--- src/rtl/rtc_alarm_params.svh ---
// constants of the clock's alarm and interrupt block: word addresses,
// bit positions, reset values and counts; included by every design module file and the bench
`ifndef RTC_ALARM_PARAMS_SVH
`define RTC_ALARM_PARAMS_SVH

// cpu word addresses
`define RTC_ADDR_IRQ_EN    16'h1900
`define RTC_ADDR_UPDATE    16'h1901
`define RTC_ADDR_ALM_MS    16'h1905
`define RTC_ADDR_ALM_SEC   16'h1909
`define RTC_ADDR_ALM_MIN   16'h190D
`define RTC_ADDR_ALM_HOUR  16'h1911
`define RTC_ADDR_ALM_DAY   16'h1915
`define RTC_ADDR_ALM_MONTH 16'h1919
`define RTC_ADDR_ALM_YEAR  16'h191D
`define RTC_ADDR_FLAGS     16'h1920
`define RTC_ADDR_PWR_LOST  16'h1921
`define RTC_ADDR_SRC_EN    16'h1924
`define RTC_ADDR_OSC       16'h192C
`define RTC_ADDR_PWR_CTRL  16'h1930

// bit positions
`define RTC_IRQ_EN_BIT     0
`define RTC_ALM_LOAD_BIT   14
`define RTC_SRC_MS_BIT     0
`define RTC_SRC_SEC_BIT    1
`define RTC_SRC_MIN_BIT    2
`define RTC_SRC_HOUR_BIT   3
`define RTC_SRC_DAY_BIT    4
`define RTC_SRC_EXT_BIT    5
`define RTC_SRC_ALARM_BIT  15
`define RTC_OSC_RESET_BIT  5
`define RTC_WAKE_DIR_BIT   2

// reset values
`define RTC_PWR_LOST_RST   1'b1
`define RTC_WAKE_DIR_RST   1'b0
`define RTC_ALARM_RST      52'h0_0000_0000_0000
`define RTC_SRC_EN_RST     16'h0000

// counts: last prescale value and sync length in rtc clocks, last bcd millisecond value
`define RTC_TICKS_PER_MS   5'd31
`define RTC_SYNC_TICKS     2'd3
`define RTC_MS_LAST        13'h1023

`endif

--- src/rtl/rtc_alarm_pkg.sv ---
// types shared by the alarm and interrupt block of the clock
// assumes nothing beyond a systemverilog compiler
`default_nettype none
package rtc_alarm_pkg;

  // one set of bcd alarm fields, milliseconds down at the low end
  typedef struct packed {
    logic [7:0]  year;
    logic [4:0]  month;
    logic [5:0]  day;
    logic [5:0]  hour;
    logic [6:0]  min;
    logic [6:0]  sec;
    logic [12:0] ms;
  } alarm_set_t;

  // bus sync state after any reset
  typedef enum logic [1:0] {
    SYNC_WAIT = 2'b01,
    SYNC_RUN  = 2'b10
  } sync_t;

endpackage : rtc_alarm_pkg
`default_nettype wire

--- src/rtl/rtc_alarm_irq.sv ---
// alarm, interrupt and wakeup logic of the real-time clock
// assumes rtc_tick pulses once per rtc clock and all inputs are synchronous to clk;
// rst_n is the clock's own power-on reset, the chip reset does not reach here
//
// What this block does
// RULE1 - millisecond alarm is 1+4+4+4 bit bcd; above 1023 never matches
// RULE2 - seconds and minutes alarms are 3+4 bit bcd; beyond 59 never matches
// RULE3 - hours alarm is 2+4 bit bcd; outside 1 to 23 never matches
// RULE4 - day alarm is 2+4 bit bcd; outside 1 to 31 never matches
// RULE5 - month alarm is 1+4 bit bcd; outside 1 to 12 never matches
// RULE6 - year alarm is two 4-bit bcd digits; beyond 99 never matches
// RULE7 - alarm writes are buffered, load request copies all within one rtc clock
// RULE8 - alarm registers always readable, never changed by the clock
// RULE9 - periodic, alarm and wake sources share one cpu interrupt line
// RULE10 - enable bit 0 gates the cpu interrupt; source register picks events
// RULE11 - any flag, the alarm event or the wake pin as input drives the master clock wakeup request
// RULE12 - host sets wake pin direction to zero to use the wake interrupt
// RULE13 - enabled events set flags; writing one clears, zero keeps
// RULE14 - interrupt is a level, high while enabled and any flag is set
// RULE15 - lost-power flag tells software to reset the clock
// RULE16 - bus sync takes 3 rtc clocks; no valid reads before that
// RULE17 - source bits 0 to 4 enable millisecond to day periodic events
// RULE18 - periodic event fires on each unit increment and sets a sticky flag
// RULE19 - alarm fires on equal time; source bit 15 enables, flag bit 15 records
// RULE20 - soft reset bit returns every register but the lost-power flag to its default; that flag it clears
// RULE21 - only own power-on reset and soft reset reset this block
// RULE22 - host waits three rtc clocks after soft reset before access
// RULE23 - millisecond counter counts 0 to 1023 bcd every 32 rtc clocks
// RULE24 - rising wake pin with enables raises interrupt; clocks-on follows level
// RULE25 - alarm compared once per millisecond tick, after the counters move
`include "rtc_alarm_params.svh"
`default_nettype none
module rtc_alarm_irq (
  // clock and own power-on reset
  input  wire logic        clk,
  input  wire logic        rst_n,
  // register port, cpu word addresses
  input  wire logic [15:0] addr,
  input  wire logic        wr_en,
  input  wire logic        rd_en,
  input  wire logic [15:0] wdata,
  output logic [15:0]      rdata,
  output logic             sync_ready,
  // rtc clock pulse
  input  wire logic        rtc_tick,
  // running calendar fields and their increment pulses
  input  wire logic [6:0]  cur_sec,
  input  wire logic [6:0]  cur_min,
  input  wire logic [5:0]  cur_hour,
  input  wire logic [5:0]  cur_day,
  input  wire logic [4:0]  cur_month,
  input  wire logic [7:0]  cur_year,
  input  wire logic        min_inc,
  input  wire logic        hour_inc,
  input  wire logic        day_inc,
  // millisecond count to the calendar
  output logic [12:0]      ms_value,
  output logic             sec_advance,
  // wake pin input side
  input  wire logic        wake_pin_in,
  // to cpu and clock gate
  output logic             irq,
  output logic             clk_wake_req
);

  typedef struct packed {
    rtc_alarm_pkg::sync_t      sync;
    logic [1:0]                sync_cnt;
    logic                      irq_en;
    logic                      load_pend;
    rtc_alarm_pkg::alarm_set_t buf_set;
    rtc_alarm_pkg::alarm_set_t act_set;
    logic [15:0]               src_en;
    logic [15:0]               flags;
    logic                      pwr_lost;
    logic                      wake_dir;
    logic                      wake_prev;
    logic                      cmp_pend;
    logic [15:0]               rdata;
  } top_state_t;

  top_state_t                s_r;
  top_state_t                s_nxt;
  logic                      ms_tick;
  logic                      match;
  logic                      soft_reset;
  logic                      wr_ok;
  logic                      alarm_event;
  logic [15:0]               events;
  rtc_alarm_pkg::alarm_set_t now;

  // zero-extend a field to a bus word
  function automatic logic [15:0] ext16(input logic [12:0] v);
    ext16 = {3'b000, v};
  endfunction : ext16

  // accesses only count once the bus sync has settled
  assign wr_ok      = wr_en && (s_r.sync == rtc_alarm_pkg::SYNC_RUN);
  // RULE20 soft reset strobe
  assign soft_reset = wr_ok && (addr == `RTC_ADDR_OSC) && wdata[`RTC_OSC_RESET_BIT];

  rtc_ms_counter u_ms (
    .clk         (clk),
    .rst_n       (rst_n),
    .rtc_tick    (rtc_tick),
    .clear       (soft_reset),
    .ms_value    (ms_value),
    .ms_tick     (ms_tick),
    .sec_advance (sec_advance)
  );

  // running time as one alarm-shaped set
  assign now = '{year: cur_year, month: cur_month, day: cur_day, hour: cur_hour,
                 min: cur_min, sec: cur_sec, ms: ms_value};

  rtc_alarm_match u_match (
    .clk   (clk),
    .rst_n (rst_n),
    .alarm (s_r.act_set),
    .now   (now),
    .match (match)
  );

  // RULE25 one look per millisecond tick
  assign alarm_event = s_r.cmp_pend && match;

  // raw events before source enables
  always_comb
  begin
    events = 16'h0000;
    // RULE18 periodic unit increments
    events[`RTC_SRC_MS_BIT]   = ms_tick;
    events[`RTC_SRC_SEC_BIT]  = sec_advance;
    events[`RTC_SRC_MIN_BIT]  = min_inc;
    events[`RTC_SRC_HOUR_BIT] = hour_inc;
    events[`RTC_SRC_DAY_BIT]  = day_inc;
    // RULE24 rising wake pin while it is an input
    events[`RTC_SRC_EXT_BIT]  = !s_r.wake_dir && wake_pin_in && !s_r.wake_prev;
    // RULE19 alarm event
    events[`RTC_SRC_ALARM_BIT] = alarm_event;
  end

  // next state: sync, register writes, flags, reads
  always_comb
  begin
    logic [15:0] clr;
    clr   = 16'h0000;
    s_nxt = s_r;
    s_nxt.wake_prev = wake_pin_in;
    s_nxt.cmp_pend  = ms_tick;
    s_nxt.rdata     = 16'h0000;
    // RULE16 three rtc clocks before the bus is trusted
    case (s_r.sync)
      rtc_alarm_pkg::SYNC_WAIT:
      begin
        if (rtc_tick)
          s_nxt.sync_cnt = s_r.sync_cnt + 2'd1;
        if (rtc_tick && (s_r.sync_cnt + 2'd1 == `RTC_SYNC_TICKS))
          s_nxt.sync = rtc_alarm_pkg::SYNC_RUN;
      end
      rtc_alarm_pkg::SYNC_RUN:
        s_nxt.sync = rtc_alarm_pkg::SYNC_RUN;
      default:
        s_nxt.sync = rtc_alarm_pkg::SYNC_WAIT;
    endcase
    // RULE7 copy all buffered fields on the next rtc clock
    if (s_r.load_pend && rtc_tick)
    begin
      s_nxt.act_set   = s_r.buf_set;
      s_nxt.load_pend = 1'b0;
    end
    if (wr_ok)
    begin
      case (addr)
        // RULE10 top-level enable
        `RTC_ADDR_IRQ_EN:    s_nxt.irq_en = wdata[`RTC_IRQ_EN_BIT];
        `RTC_ADDR_UPDATE:    s_nxt.load_pend = s_r.load_pend | wdata[`RTC_ALM_LOAD_BIT];
        `RTC_ADDR_ALM_MS:    s_nxt.buf_set.ms = wdata[12:0];
        `RTC_ADDR_ALM_SEC:   s_nxt.buf_set.sec = wdata[6:0];
        `RTC_ADDR_ALM_MIN:   s_nxt.buf_set.min = wdata[6:0];
        `RTC_ADDR_ALM_HOUR:  s_nxt.buf_set.hour = wdata[5:0];
        `RTC_ADDR_ALM_DAY:   s_nxt.buf_set.day = wdata[5:0];
        `RTC_ADDR_ALM_MONTH: s_nxt.buf_set.month = wdata[4:0];
        `RTC_ADDR_ALM_YEAR:  s_nxt.buf_set.year = wdata[7:0];
        // RULE13 write one to clear
        `RTC_ADDR_FLAGS:     clr = wdata;
        // RULE17 periodic and other source enables
        `RTC_ADDR_SRC_EN:    s_nxt.src_en = wdata;
        `RTC_ADDR_PWR_CTRL:  s_nxt.wake_dir = wdata[`RTC_WAKE_DIR_BIT];
        default:             clr = 16'h0000;
      endcase
    end
    // RULE13 enabled events set flags, set beats clear
    s_nxt.flags = (s_r.flags & ~clr) | (events & s_r.src_en);
    // RULE8 reads show the buffered alarm, never clock-modified
    if (rd_en && s_r.sync == rtc_alarm_pkg::SYNC_RUN)
    begin
      case (addr)
        `RTC_ADDR_IRQ_EN:    s_nxt.rdata = {15'h0000, s_r.irq_en};
        `RTC_ADDR_UPDATE:    s_nxt.rdata = {1'b0, s_r.load_pend, 14'h0000};
        `RTC_ADDR_ALM_MS:    s_nxt.rdata = ext16(s_r.buf_set.ms);
        `RTC_ADDR_ALM_SEC:   s_nxt.rdata = ext16({6'h00, s_r.buf_set.sec});
        `RTC_ADDR_ALM_MIN:   s_nxt.rdata = ext16({6'h00, s_r.buf_set.min});
        `RTC_ADDR_ALM_HOUR:  s_nxt.rdata = ext16({7'h00, s_r.buf_set.hour});
        `RTC_ADDR_ALM_DAY:   s_nxt.rdata = ext16({7'h00, s_r.buf_set.day});
        `RTC_ADDR_ALM_MONTH: s_nxt.rdata = ext16({8'h00, s_r.buf_set.month});
        `RTC_ADDR_ALM_YEAR:  s_nxt.rdata = ext16({5'h00, s_r.buf_set.year});
        `RTC_ADDR_FLAGS:     s_nxt.rdata = s_r.flags;
        // RULE15 lost-power status
        `RTC_ADDR_PWR_LOST:  s_nxt.rdata = {15'h0000, s_r.pwr_lost};
        `RTC_ADDR_SRC_EN:    s_nxt.rdata = s_r.src_en;
        `RTC_ADDR_PWR_CTRL:
          s_nxt.rdata = 16'(s_r.wake_dir) << `RTC_WAKE_DIR_BIT;
        default:             s_nxt.rdata = 16'h0000;
      endcase
    end
    // RULE20 soft reset: defaults everywhere, power flag cleared, resync
    if (soft_reset)
    begin
      s_nxt          = '0;
      s_nxt.sync     = rtc_alarm_pkg::SYNC_WAIT;
      s_nxt.act_set  = `RTC_ALARM_RST;
      s_nxt.buf_set  = `RTC_ALARM_RST;
      s_nxt.src_en   = `RTC_SRC_EN_RST;
      s_nxt.wake_dir = `RTC_WAKE_DIR_RST;
      s_nxt.pwr_lost = 1'b0;
    end
  end

  // RULE21 only the own power-on reset acts asynchronously
  always_ff @(posedge clk or negedge rst_n)
  begin
    if (!rst_n)
    begin
      s_r          <= '0;
      s_r.sync     <= rtc_alarm_pkg::SYNC_WAIT;
      s_r.buf_set  <= `RTC_ALARM_RST;
      s_r.act_set  <= `RTC_ALARM_RST;
      s_r.src_en   <= `RTC_SRC_EN_RST;
      s_r.wake_dir <= `RTC_WAKE_DIR_RST;
      s_r.pwr_lost <= `RTC_PWR_LOST_RST;
    end
    else
    begin
      s_r <= s_nxt;
    end
  end

  // RULE9 one line; RULE14 level while enabled and any flag stands
  assign irq          = s_r.irq_en && (s_r.flags != 16'h0000);
  // RULE11 alarm event, flags or high wake input release the clock gate
  assign clk_wake_req = (s_r.flags != 16'h0000) || alarm_event
    || (!s_r.wake_dir && wake_pin_in);
  assign rdata        = s_r.rdata;
  assign sync_ready   = (s_r.sync == rtc_alarm_pkg::SYNC_RUN);
endmodule : rtc_alarm_irq
`default_nettype wire

--- src/rtl/rtc_alarm_match.sv ---
// compares the active alarm set with the running time, registered
// assumes time fields are stable bcd from the calendar
`include "rtc_alarm_params.svh"
`default_nettype none
module rtc_alarm_match (
  // clock and reset
  input  wire logic                      clk,
  input  wire logic                      rst_n,
  // operands
  input  wire rtc_alarm_pkg::alarm_set_t alarm,
  input  wire rtc_alarm_pkg::alarm_set_t now,
  // result
  output logic                           match
);

  typedef struct packed {
    logic match;
  } match_state_t;

  match_state_t s_r;
  match_state_t s_nxt;
  logic         ms_ok;
  logic         sec_ok;
  logic         min_ok;
  logic         hour_ok;
  logic         day_ok;
  logic         mon_ok;
  logic         year_ok;

  // digit 0 to 9
  function automatic logic dig_ok(input logic [3:0] d);
    dig_ok = (d <= 4'h9);
  endfunction : dig_ok

  // range checks: an illegal setting can never match
  always_comb
  begin
    // RULE1 up to 1023
    ms_ok = dig_ok(alarm.ms[11:8]) && dig_ok(alarm.ms[7:4]) && dig_ok(alarm.ms[3:0])
      && (!alarm.ms[12] || (alarm.ms[11:0] <= 12'h023));
    // RULE2 up to 59
    sec_ok  = (alarm.sec[6:4] <= 3'h5) && dig_ok(alarm.sec[3:0]);
    min_ok  = (alarm.min[6:4] <= 3'h5) && dig_ok(alarm.min[3:0]);
    // RULE3 1 to 23
    hour_ok = dig_ok(alarm.hour[3:0]) && (alarm.hour <= 6'h23) && (alarm.hour != 6'h00);
    // RULE4 1 to 31
    day_ok  = dig_ok(alarm.day[3:0]) && (alarm.day <= 6'h31) && (alarm.day != 6'h00);
    // RULE5 1 to 12
    mon_ok  = dig_ok(alarm.month[3:0]) && (alarm.month <= 5'h12) && (alarm.month != 5'h00);
    // RULE6 0 to 99
    year_ok = dig_ok(alarm.year[7:4]) && dig_ok(alarm.year[3:0]);
    s_nxt.match = ms_ok && sec_ok && min_ok && hour_ok && day_ok && mon_ok && year_ok
      && (alarm == now);
  end

  // state register
  always_ff @(posedge clk or negedge rst_n)
  begin
    if (!rst_n)
      s_r <= '0;
    else
      s_r <= s_nxt;
  end

  assign match = s_r.match;
endmodule : rtc_alarm_match
`default_nettype wire

--- src/rtl/rtc_ms_counter.sv ---
// bcd millisecond counter, 32 rtc clocks per count, 0 to 1023
// assumes rtc_tick is a one-cycle pulse per rtc clock, synchronous to clk
`include "rtc_alarm_params.svh"
`default_nettype none
module rtc_ms_counter (
  // clock and reset
  input  wire logic        clk,
  input  wire logic        rst_n,
  // control
  input  wire logic        rtc_tick,
  input  wire logic        clear,
  // results
  output logic [12:0]      ms_value,
  output logic             ms_tick,
  output logic             sec_advance
);

  typedef struct packed {
    logic [4:0]  pre;
    logic [12:0] ms;
    logic        tick;
    logic        wrap;
  } ms_state_t;

  ms_state_t s_r;
  ms_state_t s_nxt;

  // one bcd digit plus one, carry on top
  function automatic logic [4:0] dig_inc(input logic [3:0] d);
    dig_inc = (d == 4'h9) ? 5'h10 : {1'b0, d + 4'h1};
  endfunction : dig_inc

  // prescale and bcd count
  always_comb
  begin
    logic [4:0] d0;
    logic [4:0] d1;
    logic [4:0] d2;
    d0 = dig_inc(s_r.ms[3:0]);
    d1 = d0[4] ? dig_inc(s_r.ms[7:4]) : {1'b0, s_r.ms[7:4]};
    d2 = d1[4] ? dig_inc(s_r.ms[11:8]) : {1'b0, s_r.ms[11:8]};
    s_nxt = s_r;
    s_nxt.tick = 1'b0;
    s_nxt.wrap = 1'b0;
    if (clear)
    begin
      s_nxt = '0;
    end
    else if (rtc_tick)
    begin
      // RULE23 count every 32
      if (s_r.pre == `RTC_TICKS_PER_MS)
      begin
        s_nxt.pre  = 5'd0;
        s_nxt.tick = 1'b1;
        if (s_r.ms == `RTC_MS_LAST)
        begin
          s_nxt.ms   = 13'h0000;
          s_nxt.wrap = 1'b1;
        end
        else
        begin
          s_nxt.ms = {s_r.ms[12] | d2[4], d2[3:0], d1[3:0], d0[3:0]};
        end
      end
      else
      begin
        s_nxt.pre = s_r.pre + 5'd1;
      end
    end
  end

  // state register
  always_ff @(posedge clk or negedge rst_n)
  begin
    if (!rst_n)
      s_r <= '0;
    else
      s_r <= s_nxt;
  end

  assign ms_value    = s_r.ms;
  assign ms_tick     = s_r.tick;
  assign sec_advance = s_r.wrap;
endmodule : rtc_ms_counter
`default_nettype wire

--- config.mk ---
export PLATFORM = sky130hd
export DESIGN_NAME = rtc_alarm_irq
export DESIGN_NICKNAME = d
export VERILOG_FILES = /design/src/rtl/rtc_alarm_pkg.sv /design/src/rtl/rtc_alarm_irq.sv /design/src/rtl/rtc_alarm_match.sv /design/src/rtl/rtc_ms_counter.sv
export VERILOG_INCLUDE_DIRS = /design/src /design/src/rtl
export SDC_FILE = /design/constraint.sdc
export NUM_CORES = 1
export LEC_CHECK = 0
export ABC_AREA = 1
export BUFFER_PORTS_ARGS = -buffer_cell sky130_fd_sc_hd__buf_2
export CAP_MARGIN = 15
export CORE_UTILIZATION = 43
export CTS_BUF_LIST = sky130_fd_sc_hd__clkbuf_16
export DETAILED_ROUTE_END_ITERATION = 8
export GPL_TIMING_DRIVEN = 0
export PLACE_DENSITY_LB_ADDON = 0.1
export SKIP_CTS_REPAIR_TIMING = 1
export SLEW_MARGIN = 20
export SYNTH_ARGS = -nofsm -noshare
export SYNTH_HDL_FRONTEND = slang
export SYNTH_SLANG_ARGS = --single-unit
--- constraint.sdc ---
create_clock -name clk -period 1.8 [get_ports clk]
set_input_delay 0.09 -clock clk [delete_from_list [all_inputs] [get_ports clk]]
set_output_delay 0.09 -clock clk [all_outputs]
set_load 0.05 [all_outputs]
==> impl_metrics.env <==
export IMPL_tightestPinTransition_ns=0.723
export IMPL_crit_required_ns=2.14
export IMPL_reg2reg_setup_slack_ns=-0.05
export IMPL_setup_violations=62
export IMPL_drt_wirelength_per_cell_um=18.2
export IMPL_status="finished with violations"
export IMPL_htree_levels=4
export IMPL_gr_total_overflow=0
export IMPL_cp_arrival_ns=2.19
export IMPL_die_area_um2=23800
export IMPL_cp_start_kind="flip-flop"
export IMPL_fin_crit_sh_pct=103
export IMPL_cts_made_buffers=17
export IMPL_clk_pin_slew_ns=0.08
export IMPL_grt_pass1_wl_um=46000
export IMPL_crit_type="reg2reg"
export IMPL_final_layout_size_suffix_gt1_share_pct=31.9
export IMPL_dr_total_vias=8865
export IMPL_synthFlopType="dfrtp_1"
export IMPL_ios=113
export IMPL_ys_top_cells_by_area="dfrtp_1 45%, nand2_1 11%, inv_1 6.1%"
export IMPL_p_leak_uw=0.00622
export IMPL_clk_latency_ns=0.44
export IMPL_drt_first_pass_iters=7
export IMPL_slew_headroom_pct=51.8
export IMPL_dpl_hpwl_um=22300
export IMPL_initial_core_util_pct=44.0
export IMPL_ctsLongestPathBuffers=2
export IMPL_regArea_um2=4580
export IMPL_finalHoldViolCount=2
export IMPL_core_area_um2=22600
export IMPL_drtIter0Drc=557
export IMPL_clockRootBuffer="clkbuf_16"
export IMPL_seq_area_frac_synth_pct=46.0
export IMPL_cts_sinks=183
export IMPL_peakVddDrop_uv=619
export IMPL_cts_tree="yes"
export IMPL_drc=0
export IMPL_holdWs_ns=-0.0164
export IMPL_hold_class="in2reg"
export IMPL_first_global_vias=8275
export IMPL_antenna_left=0
export IMPL_die_w_um=154
export IMPL_syn_inst=1228
export IMPL_skew_ns=0.0142
export IMPL_antenna_found_initial=0
export IMPL_postSynth_asyncResetShare_pct=100
export IMPL_synth_cell_types=46
export IMPL_end_kind="flip-flop"
export IMPL_grt_total_usage_pct=25.7
export IMPL_setup_slack_ns=-0.0490
export IMPL_yosysWarningCount=0
export IMPL_multi_input_area_um2=4930
export IMPL_fillers=2121
export IMPL_synth_nets=1318
export IMPL_area_delta_synth_final_pct=28.5
export IMPL_io_buffers=112
export IMPL_max_cap_violations=0
export IMPL_vias_per_cell=5.21
export IMPL_synth_largest_area_cell="dfrtp_1"
export IMPL_stdcell_count=1701
export IMPL_violations="hold timing, setup timing"
export IMPL_synth_top_area_share_pct=45.5
export IMPL_syn_area_um2=9960
export IMPL_die_y_um=154
export IMPL_diodes=0
export IMPL_power_density_nw_per_um2=758
export IMPL_timing_fmax_mhz=541
export IMPL_dp_slack_ns=-0.377
export IMPL_nets=1493
export IMPL_rows=55
export IMPL_wirelength_um=31000
export IMPL_final_cell_area_um2=12800
export IMPL_slew_viol_final=0
export IMPL_crit_fanout=9
export IMPL_p_total_uw=9690
export IMPL_rsz0062_at_grt="yes"
export IMPL_dp_cells=1627
export IMPL_ys_seq_elements=183
export IMPL_synth_edf_count=0
export IMPL_gp_congestion=0.923
export IMPL_fin_crit_ns=1.85
export IMPL_grt_max_degree=75
export IMPL_synth_area_per_cell_um2=8.11
export IMPL_postPlaceCellArea_um2=11000
metrics by stage:
step                hold WS [ns]  util (%)  TNS [ns]
floorplan                 -0.206         -         0
global placement           0.330      48.2   -497.32
detailed placement       -0.0113      48.5    -42.26
CTS                       -0.480      51.2    -49.12
global route              0.0184      56.5    -10.60
finish                   -0.0164      56.5     -1.49
worst paths after layout:
kind,depth (start not counted),end,startpoint
worst max-delay path,10,s_r[94],s_r[160]
worst min-delay path,4,s_r[24],wdata[4]
worst max register to register,10,s_r[94],s_r[160]
worst min register to register,2,s_r[19],s_r[19]
max in group asynchronous,4,s_r[19],rst_n
min in group asynchronous,2,s_r[82],rst_n
worst max-delay path: stages (launching register included):
cell and delay (ns):
dfstp_2 0.38, inv_2 0.07, ha_4 0.17, nand2_8 0.09, nor3_4 0.26, nand3_4 0.12, buf_12 0.18, buf_16 0.17
clkbuf_16 0.19, nand2_4 0.07, inv_2 0.03
layout make-up:
cell class,instances,area share [%]
Inverter,175,5.33
Multi-Input combinational cell,813,38.6
Sequential cell,183,35.8
Timing Repair Buffer,153,8.66
Buffer,60,4.01
Clock buffer,17,3.33
Clock inverter,15,1.50
Tap cell,285,2.79
state kept, by name, indices dropped and copies added, names as in the netlist:
name / count
u_ms.sec_advance: 1
u_ms.ms_value: 13
s_r: 146
u_match.match: 1
rdata: 16
u_ms.ms_tick: 1
u_ms.s_r: 5
synthesized netlist by cell type (8+ instances only):
| cell | instances |
|---|---|
| dfrtp_1 | 181 |
| xnor2_1 | 37 |
| ha_1 | 10 |
| inv_1 | 163 |
| xor2_1 | 8 |
| buf_2 | 15 |
| mux2_2 | 30 |
| nand3_1 | 42 |
| nor2_1 | 112 |
| nor3_1 | 22 |
| a21oi_1 | 22 |
| clkbuf_1 | 11 |
| inv_2 | 12 |
| nand2_1 | 286 |
| o21ai_1 | 41 |
| nor2_4 | 16 |
| buf_4 | 31 |
| nand4_1 | 23 |
| o21ai_0 | 97 |
| a211oi_1 | 8 |
placed cells by master, fill, tap and decap left out, types with 5 or more instances in the layout:
master	instances
o21ai_0	77
a21oi_1	21
nand4_1	23
ha_1	8
inv_2	37
buf_6	16
inv_1	134
clkbuf_1	7
buf_4	45
dfrtp_1	180
mux2_2	30
xnor2_1	36
dlygate4sd3_1	10
o21ai_4	6
nor3_1	20
o21ai_1	39
a211oi_1	7
nand2_1	224
o21ai_2	20
nor2_1	110
nand2_2	50
buf_12	5
nand2_4	16
nand3_4	12
nand3_1	35
clkbuf_16	23
xor2_1	8
buf_2	113
nor2_2	7
nor2_4	19
layer usage:
| layer | GRT usage, % | vias up | share of wire, % |
|---|---|---|---|
| li1 | - | 4266 | - |
| met1 | 36.7 | 4285 | 47 |
| met2 | 40.4 | 276 | 47 |
| met3 | 3.87 | 38 | 4.8 |
| met4 | 7.81 | 0 | 1.9 |
| met5 | 0 | - | 0 |
kinds of logic (layout without fill, tap and decap cells):
logic type	Yosys count	count (layout)	synth area share, %
AND/OR/NAND/NOR	534	536	24.5
flip-flops	183	183	46.0
buffers and inverters	235	420	10.4
adder cells (fa/ha/maj)	10	10	1.26
AO/OA/AOI/OAI	191	192	10.5
multiplexers	30	30	3.39
XOR/XNOR	45	45	3.96
power breakdown:
part / leakage [uW] / switching, uW / internal, uW
clock network: 0.000292 / 1750 / 2220
registers: 0.00243 / 103 / 4220
logic: 0.00350 / 865 / 527
(Power assumes the default switching activity.)
